--- src/shared/rsq_defines.svh ---
/*
  Constants of the reset sequencer: register indices and byte addresses,
  field positions, reset values and timing counts.
  Assumes a 50 MHz block clock; included by its bare name.
*/
`ifndef RSQ_DEFINES_SVH
`define RSQ_DEFINES_SVH

// block clock
`define RSQ_CLK_HZ 50000000
`define RSQ_CLK_PERIOD_NS 20

// low-frequency oscillator, made by dividing the block clock
`define RSQ_LF_OSC_HZ 31000
`define RSQ_LF_DIV_CYC (`RSQ_CLK_HZ / `RSQ_LF_OSC_HZ)

// power-up delay: 64 ms counted in low-frequency ticks
`define RSQ_POWER_UP_DELAY_TIMER_MS 64
`define RSQ_POWER_UP_DELAY_TIMER_TICKS (`RSQ_POWER_UP_DELAY_TIMER_MS * `RSQ_LF_OSC_HZ / 1000)

// oscillator start-up: 1024 main oscillator periods
`define RSQ_OST_PERIODS 11'h0400

// least brown-out duration, rounded up to whole cycles
`define RSQ_BROWNOUT_MIN_DURATION_NS 10000
`define RSQ_BROWNOUT_MIN_DURATION_CYC \
  ((`RSQ_BROWNOUT_MIN_DURATION_NS + `RSQ_CLK_PERIOD_NS - 1) / `RSQ_CLK_PERIOD_NS)

// clear pin glitch filter, least pulse width rounded up
`define RSQ_MASTER_CLEAR_PIN_FILT_NS 2000
`define RSQ_MASTER_CLEAR_PIN_FILT_CYC \
  ((`RSQ_MASTER_CLEAR_PIN_FILT_NS + `RSQ_CLK_PERIOD_NS - 1) / `RSQ_CLK_PERIOD_NS)

// register indices; byte address is four times the index
`define RSQ_IDX_POWER_CONTROL_FLAGS 10'h08E
`define RSQ_IDX_CFG 10'h08F
`define RSQ_IDX_STAT 10'h090
`define RSQ_IDX_KEEP 10'h091
`define RSQ_ADDR_POWER_CONTROL_FLAGS {`RSQ_IDX_POWER_CONTROL_FLAGS, 2'b00}
`define RSQ_ADDR_CFG {`RSQ_IDX_CFG, 2'b00}
`define RSQ_ADDR_STAT {`RSQ_IDX_STAT, 2'b00}
`define RSQ_ADDR_KEEP {`RSQ_IDX_KEEP, 2'b00}

// power_control_flags fields
`define RSQ_POWER_CONTROL_FLAGS_BOR_N 0
`define RSQ_POWER_CONTROL_FLAGS_POR_N 1
`define RSQ_POWER_CONTROL_FLAGS_SOFT_BROWNOUT_ENABLE 4

// configuration register fields
`define RSQ_CFG_EXT_CLEAR_PIN_SELECT 0
`define RSQ_CFG_PWRTD 1
`define RSQ_CFG_BOREN_LO 2
`define RSQ_CFG_BOREN_HI 3
`define RSQ_CFG_BROWNOUT_LEVEL_SELECT 4
`define RSQ_CFG_OSC_LO 5
`define RSQ_CFG_OSC_HI 6

// status register fields
`define RSQ_STAT_PD 0
`define RSQ_STAT_TO 1
`define RSQ_STAT_CAUSE_LO 2
`define RSQ_STAT_CAUSE_HI 4
`define RSQ_STAT_STATE_LO 5
`define RSQ_STAT_STATE_HI 7

// reset values
`define RSQ_CFG_RESET 8'h0D
`define RSQ_POWER_CONTROL_FLAGS_RESET 8'h03

`endif

--- src/shared/rsq_pkg.sv ---
/*
  Types of the reset sequencer: states, causes, modes and the state record.
  Assumes the constants header for widths of counters.
*/
package rsq_pkg;

  typedef enum logic [2:0] {
    ST_HOLD = 3'b000,
    ST_POWER_UP_DELAY_TIMER = 3'b001,
    ST_OST = 3'b010,
    ST_RUN = 3'b011
  } rsq_state_e;

  typedef enum logic [2:0] {
    CAUSE_NONE = 3'b000,
    CAUSE_POR = 3'b001,
    CAUSE_WDT_RUN = 3'b010,
    CAUSE_WDT_SLEEP = 3'b011,
    CAUSE_MASTER_CLEAR_PIN_RUN = 3'b100,
    CAUSE_MASTER_CLEAR_PIN_SLEEP = 3'b101,
    CAUSE_BOR = 3'b110
  } rsq_cause_e;

  typedef enum logic [1:0] {
    BOR_OFF = 2'b00,
    BOR_SOFT = 2'b01,
    BOR_AWAKE = 2'b10,
    BOR_ALWAYS = 2'b11
  } rsq_bor_mode_e;

  typedef enum logic [1:0] {
    OSC_CRYSTAL = 2'b00,
    OSC_EXT_CLOCK = 2'b01,
    OSC_RC = 2'b10,
    OSC_INTERNAL = 2'b11
  } rsq_osc_mode_e;

  typedef struct packed {
    rsq_osc_mode_e osc_mode;
    logic brownout_level_select;
    rsq_bor_mode_e brownout_mode_select;
    logic power_up_delay_disable;
    logic ext_clear_pin_select;
  } rsq_cfg_s;

  typedef struct packed {
    rsq_state_e state;
    rsq_cause_e cause;
    rsq_cfg_s cfg;
    logic power_up_delay_timer_need;
    logic ost_need;
    logic wake_ost;
    logic [10:0] lf_div;
    logic [10:0] tcnt;
    logic [9:0] bor_cnt;
    logic [6:0] master_clear_pin_cnt;
    logic master_clear_pin_act;
    logic por_n;
    logic bor_n;
    logic soft_brownout_enable;
    logic timeout_flag;
    logic powered_down_flag;
    logic [7:0] keep;
    logic core_hold;
    logic reg_init;
    logic wake;
    logic bor_en;
    logic pready;
    logic pslverr;
    logic [31:0] prdata;
  } rsq_regs_s;

endpackage

--- src/rtl/rsq_top.sv ---
/*
  Reset sequencer: reset causes, power-up delay, oscillator start-up
  count, brown-out qualification, clear pin filter and cause flags,
  with an APB slave for its registers.
  Assumes all inputs synchronous to mclk_in; the supply monitor reports
  the threshold picked by brownout_level_select; osc_tick_in pulses once
  per main oscillator period.
*/
// Contract
// - tell apart six reset causes
// - registers reset except on watchdog wake-up
// - some registers kept through every reset
// - timeout and powered-down flags follow cause
// - clear pin glitches filtered out
// - watchdog reset never drives clear pin
// - select 0 internal clear, 1 pin with pull-up
// - 64 ms delay after power-on/brown-out only
// - delay disable bit turns timer off
// - mode 01 uses software brown-out enable
// - mode 10 off in sleep, on awake
// - level select reported to supply monitor
// - dips past minimum duration cause reset
// - hold until supply above threshold, then delay
// - dip during delay restarts full delay
// - order: power-on, delay, oscillator start-up
// - crystal mode adds 1024 oscillator periods
// - other clock modes: no start-up count
// - time-outs run regardless of clear pin
// - bit 0 brown-out flag, cleared on brown-out
// - bit 1 power-on flag, cleared on power-on
// - flag values per reset cause
`timescale 1ns/1ps
`include "rsq_defines.svh"

module rsq_top
#(
  parameter logic [10:0] POWER_UP_DELAY_TIMER_TICKS = 11'(`RSQ_POWER_UP_DELAY_TIMER_TICKS),
  parameter logic [10:0] LF_DIV = 11'(`RSQ_LF_DIV_CYC)
)
(
  input wire logic mclk_in,
  input wire logic srst_in,
  input wire logic psel_in,
  input wire logic penable_in,
  input wire logic pwrite_in,
  input wire logic [11:0] paddr_in,
  input wire logic [31:0] pwdata_in,
  input wire logic [3:0] pstrb_in,
  output logic pready_out,
  output logic pslverr_out,
  output logic [31:0] prdata_out,
  input wire logic por_detect_in,
  input wire logic supply_low_in,
  input wire logic sleep_in,
  input wire logic watchdog_reset_in,
  input wire logic osc_tick_in,
  input wire logic master_clear_pin_in,
  output logic master_clear_pin_out,
  output logic master_clear_pin_oe_out,
  output logic master_clear_pullup_out,
  output logic brownout_level_select_out,
  output logic brownout_enable_out,
  output logic core_hold_out,
  output logic reg_init_out,
  output logic wake_out
);

  localparam logic [9:0] BROWNOUT_MIN_DURATION_CYC = 10'(`RSQ_BROWNOUT_MIN_DURATION_CYC);
  localparam logic [6:0] FILT_CYC = 7'(`RSQ_MASTER_CLEAR_PIN_FILT_CYC);
  localparam logic [10:0] OST_CYC = `RSQ_OST_PERIODS;

  localparam rsq_pkg::rsq_regs_s REGS_RESET = '{
    state: rsq_pkg::ST_HOLD,
    cause: rsq_pkg::CAUSE_NONE,
    cfg: rsq_pkg::rsq_cfg_s'(7'(`RSQ_CFG_RESET)),
    power_up_delay_timer_need: 1'b1,
    ost_need: 1'b1,
    wake_ost: 1'b0,
    lf_div: 11'h000,
    tcnt: 11'h000,
    bor_cnt: 10'h000,
    master_clear_pin_cnt: 7'h00,
    master_clear_pin_act: 1'b0,
    por_n: 1'(`RSQ_POWER_CONTROL_FLAGS_RESET >> `RSQ_POWER_CONTROL_FLAGS_POR_N),
    bor_n: 1'(`RSQ_POWER_CONTROL_FLAGS_RESET >> `RSQ_POWER_CONTROL_FLAGS_BOR_N),
    soft_brownout_enable: 1'b0,
    timeout_flag: 1'b1,
    powered_down_flag: 1'b1,
    keep: 8'h00,
    core_hold: 1'b1,
    reg_init: 1'b1,
    wake: 1'b0,
    bor_en: 1'b0,
    pready: 1'b0,
    pslverr: 1'b0,
    prdata: 32'h0000_0000
  };

  rsq_pkg::rsq_regs_s s_ff;
  rsq_pkg::rsq_regs_s nxt_s;

  logic lf_tick;
  logic bor_on;
  logic bor_trip;
  logic pin_low;
  logic master_clear_pin_event;
  logic crystal;
  logic access;
  logic complete;
  logic addr_ok;
  logic [31:0] rd_word;
  rsq_pkg::rsq_state_e after_power_up_delay_timer;

  always_comb
  begin
    nxt_s = s_ff;
    nxt_s.wake = 1'b0;
    crystal = (s_ff.cfg.osc_mode == rsq_pkg::OSC_CRYSTAL);

    // register slave: answer one cycle into the access phase
    access = psel_in & penable_in;
    complete = access & s_ff.pready;
    addr_ok = 1'b1;
    rd_word = 32'h0000_0000;
    case (paddr_in)
      `RSQ_ADDR_POWER_CONTROL_FLAGS:
      begin
        rd_word[`RSQ_POWER_CONTROL_FLAGS_BOR_N] = s_ff.bor_n;
        rd_word[`RSQ_POWER_CONTROL_FLAGS_POR_N] = s_ff.por_n;
        rd_word[`RSQ_POWER_CONTROL_FLAGS_SOFT_BROWNOUT_ENABLE] = s_ff.soft_brownout_enable;
      end
      `RSQ_ADDR_CFG:
        rd_word[6:0] = s_ff.cfg;
      `RSQ_ADDR_STAT:
      begin
        rd_word[`RSQ_STAT_PD] = s_ff.powered_down_flag;
        rd_word[`RSQ_STAT_TO] = s_ff.timeout_flag;
        rd_word[`RSQ_STAT_CAUSE_HI:`RSQ_STAT_CAUSE_LO] = s_ff.cause;
        rd_word[`RSQ_STAT_STATE_HI:`RSQ_STAT_STATE_LO] = s_ff.state;
      end
      `RSQ_ADDR_KEEP:
        rd_word[7:0] = s_ff.keep;
      default:
        addr_ok = 1'b0;
    endcase
    nxt_s.pready = access & ~s_ff.pready;
    // error stands only alongside ready, never after it
    nxt_s.pslverr = access & ~s_ff.pready & ~addr_ok;
    if (access & ~s_ff.pready)
    begin
      nxt_s.prdata = pwrite_in ? 32'h0000_0000 : rd_word;
    end
    if (complete & pwrite_in & pstrb_in[0] & addr_ok)
    begin
      case (paddr_in)
        `RSQ_ADDR_POWER_CONTROL_FLAGS:
        begin
          nxt_s.bor_n = pwdata_in[`RSQ_POWER_CONTROL_FLAGS_BOR_N];
          nxt_s.por_n = pwdata_in[`RSQ_POWER_CONTROL_FLAGS_POR_N];
          nxt_s.soft_brownout_enable = pwdata_in[`RSQ_POWER_CONTROL_FLAGS_SOFT_BROWNOUT_ENABLE];
        end
        `RSQ_ADDR_CFG:
          nxt_s.cfg = rsq_pkg::rsq_cfg_s'(pwdata_in[6:0]);
        `RSQ_ADDR_KEEP:
          nxt_s.keep = pwdata_in[7:0];
        default:
          nxt_s.keep = s_ff.keep;
      endcase
    end

    // low-frequency tick from the block clock
    lf_tick = (s_ff.lf_div == LF_DIV - 11'h001);
    nxt_s.lf_div = lf_tick ? 11'h000 : s_ff.lf_div + 11'h001;

    // brown-out enable by mode
    case (s_ff.cfg.brownout_mode_select)
      rsq_pkg::BOR_SOFT:
        bor_on = s_ff.soft_brownout_enable;
      rsq_pkg::BOR_AWAKE:
        bor_on = ~sleep_in;
      rsq_pkg::BOR_ALWAYS:
        bor_on = 1'b1;
      default:
        bor_on = 1'b0;
    endcase
    nxt_s.bor_en = bor_on;

    // dip must outlast the least brown-out duration
    if (bor_on & supply_low_in)
    begin
      if (s_ff.bor_cnt != BROWNOUT_MIN_DURATION_CYC)
        nxt_s.bor_cnt = s_ff.bor_cnt + 10'h001;
    end
    else
      nxt_s.bor_cnt = 10'h000;
    bor_trip = bor_on & supply_low_in & (s_ff.bor_cnt == BROWNOUT_MIN_DURATION_CYC);

    // symmetric filter: a level must hold FILT_CYC cycles to count
    pin_low = s_ff.cfg.ext_clear_pin_select & ~master_clear_pin_in;
    if (pin_low == s_ff.master_clear_pin_act)
      nxt_s.master_clear_pin_cnt = 7'h00;
    else if (s_ff.master_clear_pin_cnt == FILT_CYC - 7'h01)
    begin
      nxt_s.master_clear_pin_cnt = 7'h00;
      nxt_s.master_clear_pin_act = pin_low;
    end
    else
      nxt_s.master_clear_pin_cnt = s_ff.master_clear_pin_cnt + 7'h01;
    master_clear_pin_event = nxt_s.master_clear_pin_act & ~s_ff.master_clear_pin_act;

    after_power_up_delay_timer = crystal ? rsq_pkg::ST_OST : rsq_pkg::ST_RUN;

    // causes in priority order; a hardware event wins over a write
    if (por_detect_in)
    begin
      nxt_s.state = rsq_pkg::ST_HOLD;
      nxt_s.cause = rsq_pkg::CAUSE_POR;
      nxt_s.por_n = 1'b0;
      nxt_s.timeout_flag = 1'b1;
      nxt_s.powered_down_flag = 1'b1;
      nxt_s.power_up_delay_timer_need = 1'b1;
      nxt_s.ost_need = 1'b1;
      nxt_s.wake_ost = 1'b0;
      nxt_s.tcnt = 11'h000;
    end
    else if (bor_trip ||
             (s_ff.state == rsq_pkg::ST_POWER_UP_DELAY_TIMER && bor_on && supply_low_in))
    begin
      nxt_s.state = rsq_pkg::ST_HOLD;
      nxt_s.cause = rsq_pkg::CAUSE_BOR;
      nxt_s.bor_n = 1'b0;
      nxt_s.timeout_flag = 1'b1;
      nxt_s.powered_down_flag = 1'b1;
      nxt_s.power_up_delay_timer_need = 1'b1;
      nxt_s.ost_need = 1'b1;
      nxt_s.wake_ost = 1'b0;
      nxt_s.tcnt = 11'h000;
    end
    else if (watchdog_reset_in && s_ff.state == rsq_pkg::ST_RUN)
    begin
      nxt_s.timeout_flag = 1'b0;
      nxt_s.tcnt = 11'h000;
      if (sleep_in)
      begin
        // wake-up resumes; registers are left alone
        nxt_s.cause = rsq_pkg::CAUSE_WDT_SLEEP;
        nxt_s.powered_down_flag = 1'b0;
        nxt_s.wake = 1'b1;
        nxt_s.wake_ost = crystal;
        nxt_s.state = crystal ? rsq_pkg::ST_OST : rsq_pkg::ST_RUN;
      end
      else
      begin
        nxt_s.cause = rsq_pkg::CAUSE_WDT_RUN;
        nxt_s.state = rsq_pkg::ST_HOLD;
        nxt_s.power_up_delay_timer_need = 1'b0;
        nxt_s.ost_need = 1'b0;
      end
    end
    else
    begin
      case (s_ff.state)
        rsq_pkg::ST_HOLD:
        begin
          nxt_s.tcnt = 11'h000;
          if (!(bor_on && supply_low_in))
          begin
            if (s_ff.power_up_delay_timer_need && !s_ff.cfg.power_up_delay_disable)
              nxt_s.state = rsq_pkg::ST_POWER_UP_DELAY_TIMER;
            else if (s_ff.ost_need && crystal)
              nxt_s.state = rsq_pkg::ST_OST;
            else
              nxt_s.state = rsq_pkg::ST_RUN;
          end
        end
        rsq_pkg::ST_POWER_UP_DELAY_TIMER:
        begin
          if (lf_tick)
          begin
            if (s_ff.tcnt == POWER_UP_DELAY_TIMER_TICKS - 11'h001)
            begin
              nxt_s.tcnt = 11'h000;
              nxt_s.state = after_power_up_delay_timer;
            end
            else
              nxt_s.tcnt = s_ff.tcnt + 11'h001;
          end
        end
        rsq_pkg::ST_OST:
        begin
          if (osc_tick_in)
          begin
            if (s_ff.tcnt == OST_CYC - 11'h001)
            begin
              nxt_s.tcnt = 11'h000;
              nxt_s.state = rsq_pkg::ST_RUN;
            end
            else
              nxt_s.tcnt = s_ff.tcnt + 11'h001;
          end
        end
        rsq_pkg::ST_RUN:
        begin
          nxt_s.power_up_delay_timer_need = 1'b0;
          nxt_s.ost_need = 1'b0;
          nxt_s.wake_ost = 1'b0;
        end
        default:
          nxt_s.state = rsq_pkg::ST_HOLD;
      endcase

      // clear pin only gates release; time-outs keep running
      if (master_clear_pin_event)
      begin
        if (sleep_in)
        begin
          nxt_s.cause = rsq_pkg::CAUSE_MASTER_CLEAR_PIN_SLEEP;
          nxt_s.timeout_flag = 1'b1;
          nxt_s.powered_down_flag = 1'b0;
        end
        else
          nxt_s.cause = rsq_pkg::CAUSE_MASTER_CLEAR_PIN_RUN;
      end
    end

    // release as soon as sequence done and pin high
    nxt_s.core_hold = (nxt_s.state != rsq_pkg::ST_RUN) |
                      nxt_s.master_clear_pin_act;
    nxt_s.reg_init = ((nxt_s.state != rsq_pkg::ST_RUN) & ~nxt_s.wake_ost) |
                     nxt_s.master_clear_pin_act;
  end

  always_ff @(posedge mclk_in)
  begin
    if (srst_in)
      s_ff <= REGS_RESET;
    else
      s_ff <= nxt_s;
  end

  assign pready_out = s_ff.pready;
  assign pslverr_out = s_ff.pslverr;
  assign prdata_out = s_ff.prdata;
  // the pin is an input only; no reset cause ever drives it low
  assign master_clear_pin_out = 1'b0;
  assign master_clear_pin_oe_out = 1'b0;
  assign master_clear_pullup_out = s_ff.cfg.ext_clear_pin_select;
  assign brownout_level_select_out =
    s_ff.cfg.brownout_level_select;
  assign brownout_enable_out = s_ff.bor_en;
  assign core_hold_out = s_ff.core_hold;
  assign reg_init_out = s_ff.reg_init;
  assign wake_out = s_ff.wake;

endmodule

--- config.mk ---
export PLATFORM = sky130hd
export DESIGN_NAME = rsq_top
export DESIGN_NICKNAME = d
export VERILOG_FILES = /design/src/shared/rsq_pkg.sv /design/src/rtl/rsq_top.sv
export VERILOG_INCLUDE_DIRS = /design/src /design/src/shared
export SDC_FILE = /design/constraint.sdc
export NUM_CORES = 1
export LEC_CHECK = 0
export BUFFER_PORTS_ARGS = -buffer_cell sky130_fd_sc_hd__buf_2
export CORE_UTILIZATION = 45
export CTS_BUF_LIST = sky130_fd_sc_hd__clkbuf_8
export DETAILED_ROUTE_END_ITERATION = 10
export PLACE_DENSITY_LB_ADDON = 0.2
export SLEW_MARGIN = 5
export SYNTH_ARGS = -nofsm -noshare
export SYNTH_HDL_FRONTEND = slang
export SYNTH_SLANG_ARGS = --single-unit
--- constraint.sdc ---
create_clock -name mclk_in -period 2.48 [get_ports mclk_in]
set_input_delay 0.248 -clock mclk_in [delete_from_list [all_inputs] [get_ports mclk_in]]
set_output_delay 0.248 -clock mclk_in [all_outputs]
set_load 0.02 [all_outputs]
==> flow_metrics.py <==
metrics = {
    "power_and_ir_drop": {
        "pwr_density_cell_mw_per_mm2": 593.3,
        "seq_power_share_pct": 51.6,
        "switchingPower_uw": 621.5,
        "power.share.switching_pct": 23.88,
        "worst_ir_drop_vdd_mv": 0.2232,
        "comb_power_share_pct": 6.3,
        "p_int_mw": 1.981,
        "clock_network_power_share_pct": 42.1,
        "post-layout-total-power_mw": 2.603,
        "leakage_nw": 1.768,
    },
    "clocking": {
        "cts.htree.levels": 3,
        "max-clock-path-buffers": 2,
        "skew_pair_late_insertion_delay_ns": 0.35,
        "cts_root_buffer_type": "sky130_fd_sc_hd__clkbuf_8",
        "cts.clk_slew.worst_paths_ns": 0.09,
        "cts-resized-gates": 0,
        "cts_tree": "done",
        "cts_setup_buffers": 0,
        "cts_inserted_buffers": 9,
        "cts.sinks": 82,
        "postCtsHoldBufs": 0,
    },
    "routing": {
        "wirelength_um": 7785,
        "drt_first_pass_iters": 4,
        "vias": 3063,
        "vias_per_cell": 5.013,
        "drt_drc_violations_left": 0,
        "drtIter0Drc": 98,
        "wire_per_inst_um": 12.74,
        "postRouteAntennaNets": 0,
    },
    "synth": {
        "netlist_top_cells_area": "sky130_fd_sc_hd__dfxtp_1 (42%), sky130_fd_sc_hd__nor2_1 (7.1%), sky130_fd_sc_hd__buf_4 (6.7%)",
        "post_synth.cell_area_avg_um2": 8.686,
        "total_of_flip_flops_plus_latches_after_synthesis": 82,
        "synth_async_sr_flop_share_pct": 0,
        "synth.top_cells.by_count": "sky130_fd_sc_hd__dfxtp_1 (82), sky130_fd_sc_hd__nor2_1 (74), sky130_fd_sc_hd__buf_4 (35)",
        "synth_area_mm2": 0.003926,
        "yosys_most_used_dff": "sky130_fd_sc_hd__dfxtp_1",
        "post-synth-top-area-cell": "sky130_fd_sc_hd__dfxtp_1",
        "synth_cell_types": 50,
        "fraction_of_the_yosys_area_taken_by_sequential_cells_pct": 41.81,
        "syn-instance-count": 452,
        "synth_most_common_cell": "sky130_fd_sc_hd__dfxtp_1",
        "yosys.area.top_type_share_pct": 41.81,
        "synth-edff-count": 0,
        "synth-warning-count": 0,
    },
    "placed_design": {
        "dp_hpwl_um": 5788,
        "place.port_buffers": 47,
        "placedInstanceArea_mm2": 0.004160,
        "gp_routability_congestion": 0.7821,
        "place_ws_ns": 0.2712,
        "place_inst": 595,
    },
    "timing": {
        "worst_slew_pin_slew_ns": 0.6835,
        "hold_viol_final": 0,
        "setup_slack_ns": 0.3047,
        "fin_hold_ws_ns": 0.1308,
        "layout_worst_path_cycle_share_pct": 87.71,
        "timing.final.max_slew_violations": 0,
        "rsz0062_at_grt": "no",
        "clock.fmax_mhz": 459.7,
        "fin_skew_ns": 0.01151,
        "finalWorstPathRequiredPeriod_ns": 2.175,
        "setup_viol_count_final": 0,
        "max-slew-margin-rel_pct": 54.23,
        "totalNegativeSetupSlack_ns": 0,
    },
    "die": {
        "fp.dieW_um": 95.41,
        "coreArea_mm2": 0.008341,
        "count_of_standard_cell_rows": 33,
        "die_height_um": 95.41,
        "io-pin-count": 101,
        "floorplan.initialDensity_pct": 47.07,
        "design.die.area_mm2": 0.009102,
    },
    "global_route": {
        "via_count_of_the_first_global_routing_pass": 2828,
        "grt_max_degree": 20,
        "grt_first_pass_wirelength_um": 12810,
        "grt-ovfl-total": 0,
        "grt.total_usage_pct": 18.13,
        "grt_antenna_before_repair": 0,
    },
    "final_layout": {
        "final-instance-count-excl-fill": 611,
        "num-fill-cells": 798,
        "final_util_pct": 52.60,
        "drive_above_1_share_pct": 16.80,
        "insertedDiodeCount": 0,
        "num-nets-final": 565,
        "synthToLayoutAreaGrowth_pct": 11.73,
        "stdcell_area_mm2": 0.004387,
    },
    "setup_path": {
        "worst-path-buf-inv": 0,
        "worstSetupPathType": "reg -> reg",
        "critical_path_required_ns": 2.69,
        "timing.critical_path.max_delay_family": "compound AO/OA/AOI/OAI gates",
        "largest_stage_delay_on_the_critical_path_ns": 0.58,
        "slowest_stage": "sky130_fd_sc_hd__o211ai_1",
        "timing.critical_path.cells": "ha_1 -> nor4bb_1 -> nand4b_1 -> o31a_1 -> o211ai_1 -> nor2_1",
        "worstSetupEndpointType": "flip-flop",
        "regToRegSetupSlack_ns": 0.30,
        "timing.critical_path.fanout_max": 8,
        "cp.arrival_ns": 2.38,
        "startpoint_type": "flip-flop",
    },
    "min_path": {
        "hold_path.class": "in -> reg",
    },
    "flow_run": {
        "cap_viol_max_count": 0,
    },
    "status": {
        "status": "complete, no violations",
    },
}
## worst paths after layout
check                     from  endpoint  cells after the start
setup reg to reg      s_ff[80]  s_ff[69]                      6
hold / removal    pwdata_in[7]  s_ff[45]                      3
hold reg to reg       s_ff[46]  s_ff[46]                      2
setup / recovery      s_ff[80]  s_ff[69]                      6
## layout make-up
class                      instances  area [um^2]  share of cell area, %
tap                              105        131.4                  2.995
sequential                        82         1642                  37.42
clock inverter                     6        88.84                  2.025
multi-input combinational        339         2028                  46.24
timing repair buffer              58        317.8                  7.245
inverter                          11        41.29                 0.9412
clock buffer                      10        137.6                  3.137
## worst min-delay path, cell delays in order
cell and delay [ns]:
sky130_fd_sc_hd__buf_2 0.08, sky130_fd_sc_hd__mux2i_1 0.05, sky130_fd_sc_hd__nor2_1 0.07
## registers in the layout, summed over array words and instances, names as in the netlist
signal                     flops
prdata_out                     8
master_clear_pullup_out        1
reg_init_out                   1
brownout_level_select_out      1
core_hold_out                  1
s_ff                          66
wake_out                       1
brownout_enable_out            1
pslverr_out                    1
pready_out                     1
## cells by family (layout without fill, tap and decap cells)
logic type | count (synthesis) | in the layout | synth area share (%)
buffers and inverters | 57 | 85 | 9.018
other | 1 | 27 | 0.09551
adders and majority gates | 5 | 5 | 1.593
and+or+nand+nor | 190 | 190 | 24.63
AOI/OAI and AO/OA | 63 | 63 | 10.07
xor gates and xnor gates | 31 | 31 | 6.915
muxes | 23 | 23 | 5.864
DFF | 82 | 82 | 41.81
## layout by cell type, fill, tap and decap left out, types with 4 or more instances in the layout
cell,n
sky130_fd_sc_hd__mux2i_1,23
sky130_fd_sc_hd__clkbuf_8,10
sky130_fd_sc_hd__nor2b_1,8
sky130_fd_sc_hd__ha_1,5
sky130_fd_sc_hd__nor2_1,74
sky130_fd_sc_hd__inv_1,11
sky130_fd_sc_hd__conb_1,27
sky130_fd_sc_hd__or2_2,5
sky130_fd_sc_hd__buf_4,11
sky130_fd_sc_hd__buf_2,47
sky130_fd_sc_hd__dfxtp_1,82
sky130_fd_sc_hd__and3_1,10
sky130_fd_sc_hd__nand4_1,6
sky130_fd_sc_hd__nand3_1,26
sky130_fd_sc_hd__a211o_1,4
sky130_fd_sc_hd__xor2_1,19
sky130_fd_sc_hd__nand3b_1,4
sky130_fd_sc_hd__xnor2_1,12
sky130_fd_sc_hd__nor4b_1,5
sky130_fd_sc_hd__nand2_1,30
sky130_fd_sc_hd__o21ai_0,17
sky130_fd_sc_hd__a21oi_1,19
## per-layer routing
layer,track usage [%],share of wire (%)
met5,0,0
met4,7.214,1.2
met2,29.76,46
met3,3.110,4.4
met1,23.58,49
## power by group through the flow
stage	logic, mW	clock network (mW)	registers (mW)
after floorplan	0.139	0	1.37
after global placement	0.162	0	1.37
after detailed placement	0.163	0	1.37
after CTS	0.164	1.13	1.34
after global routing	0.183	1.18	1.35
final	0.164	1.10	1.34
(Power assumes the default switching activity.)
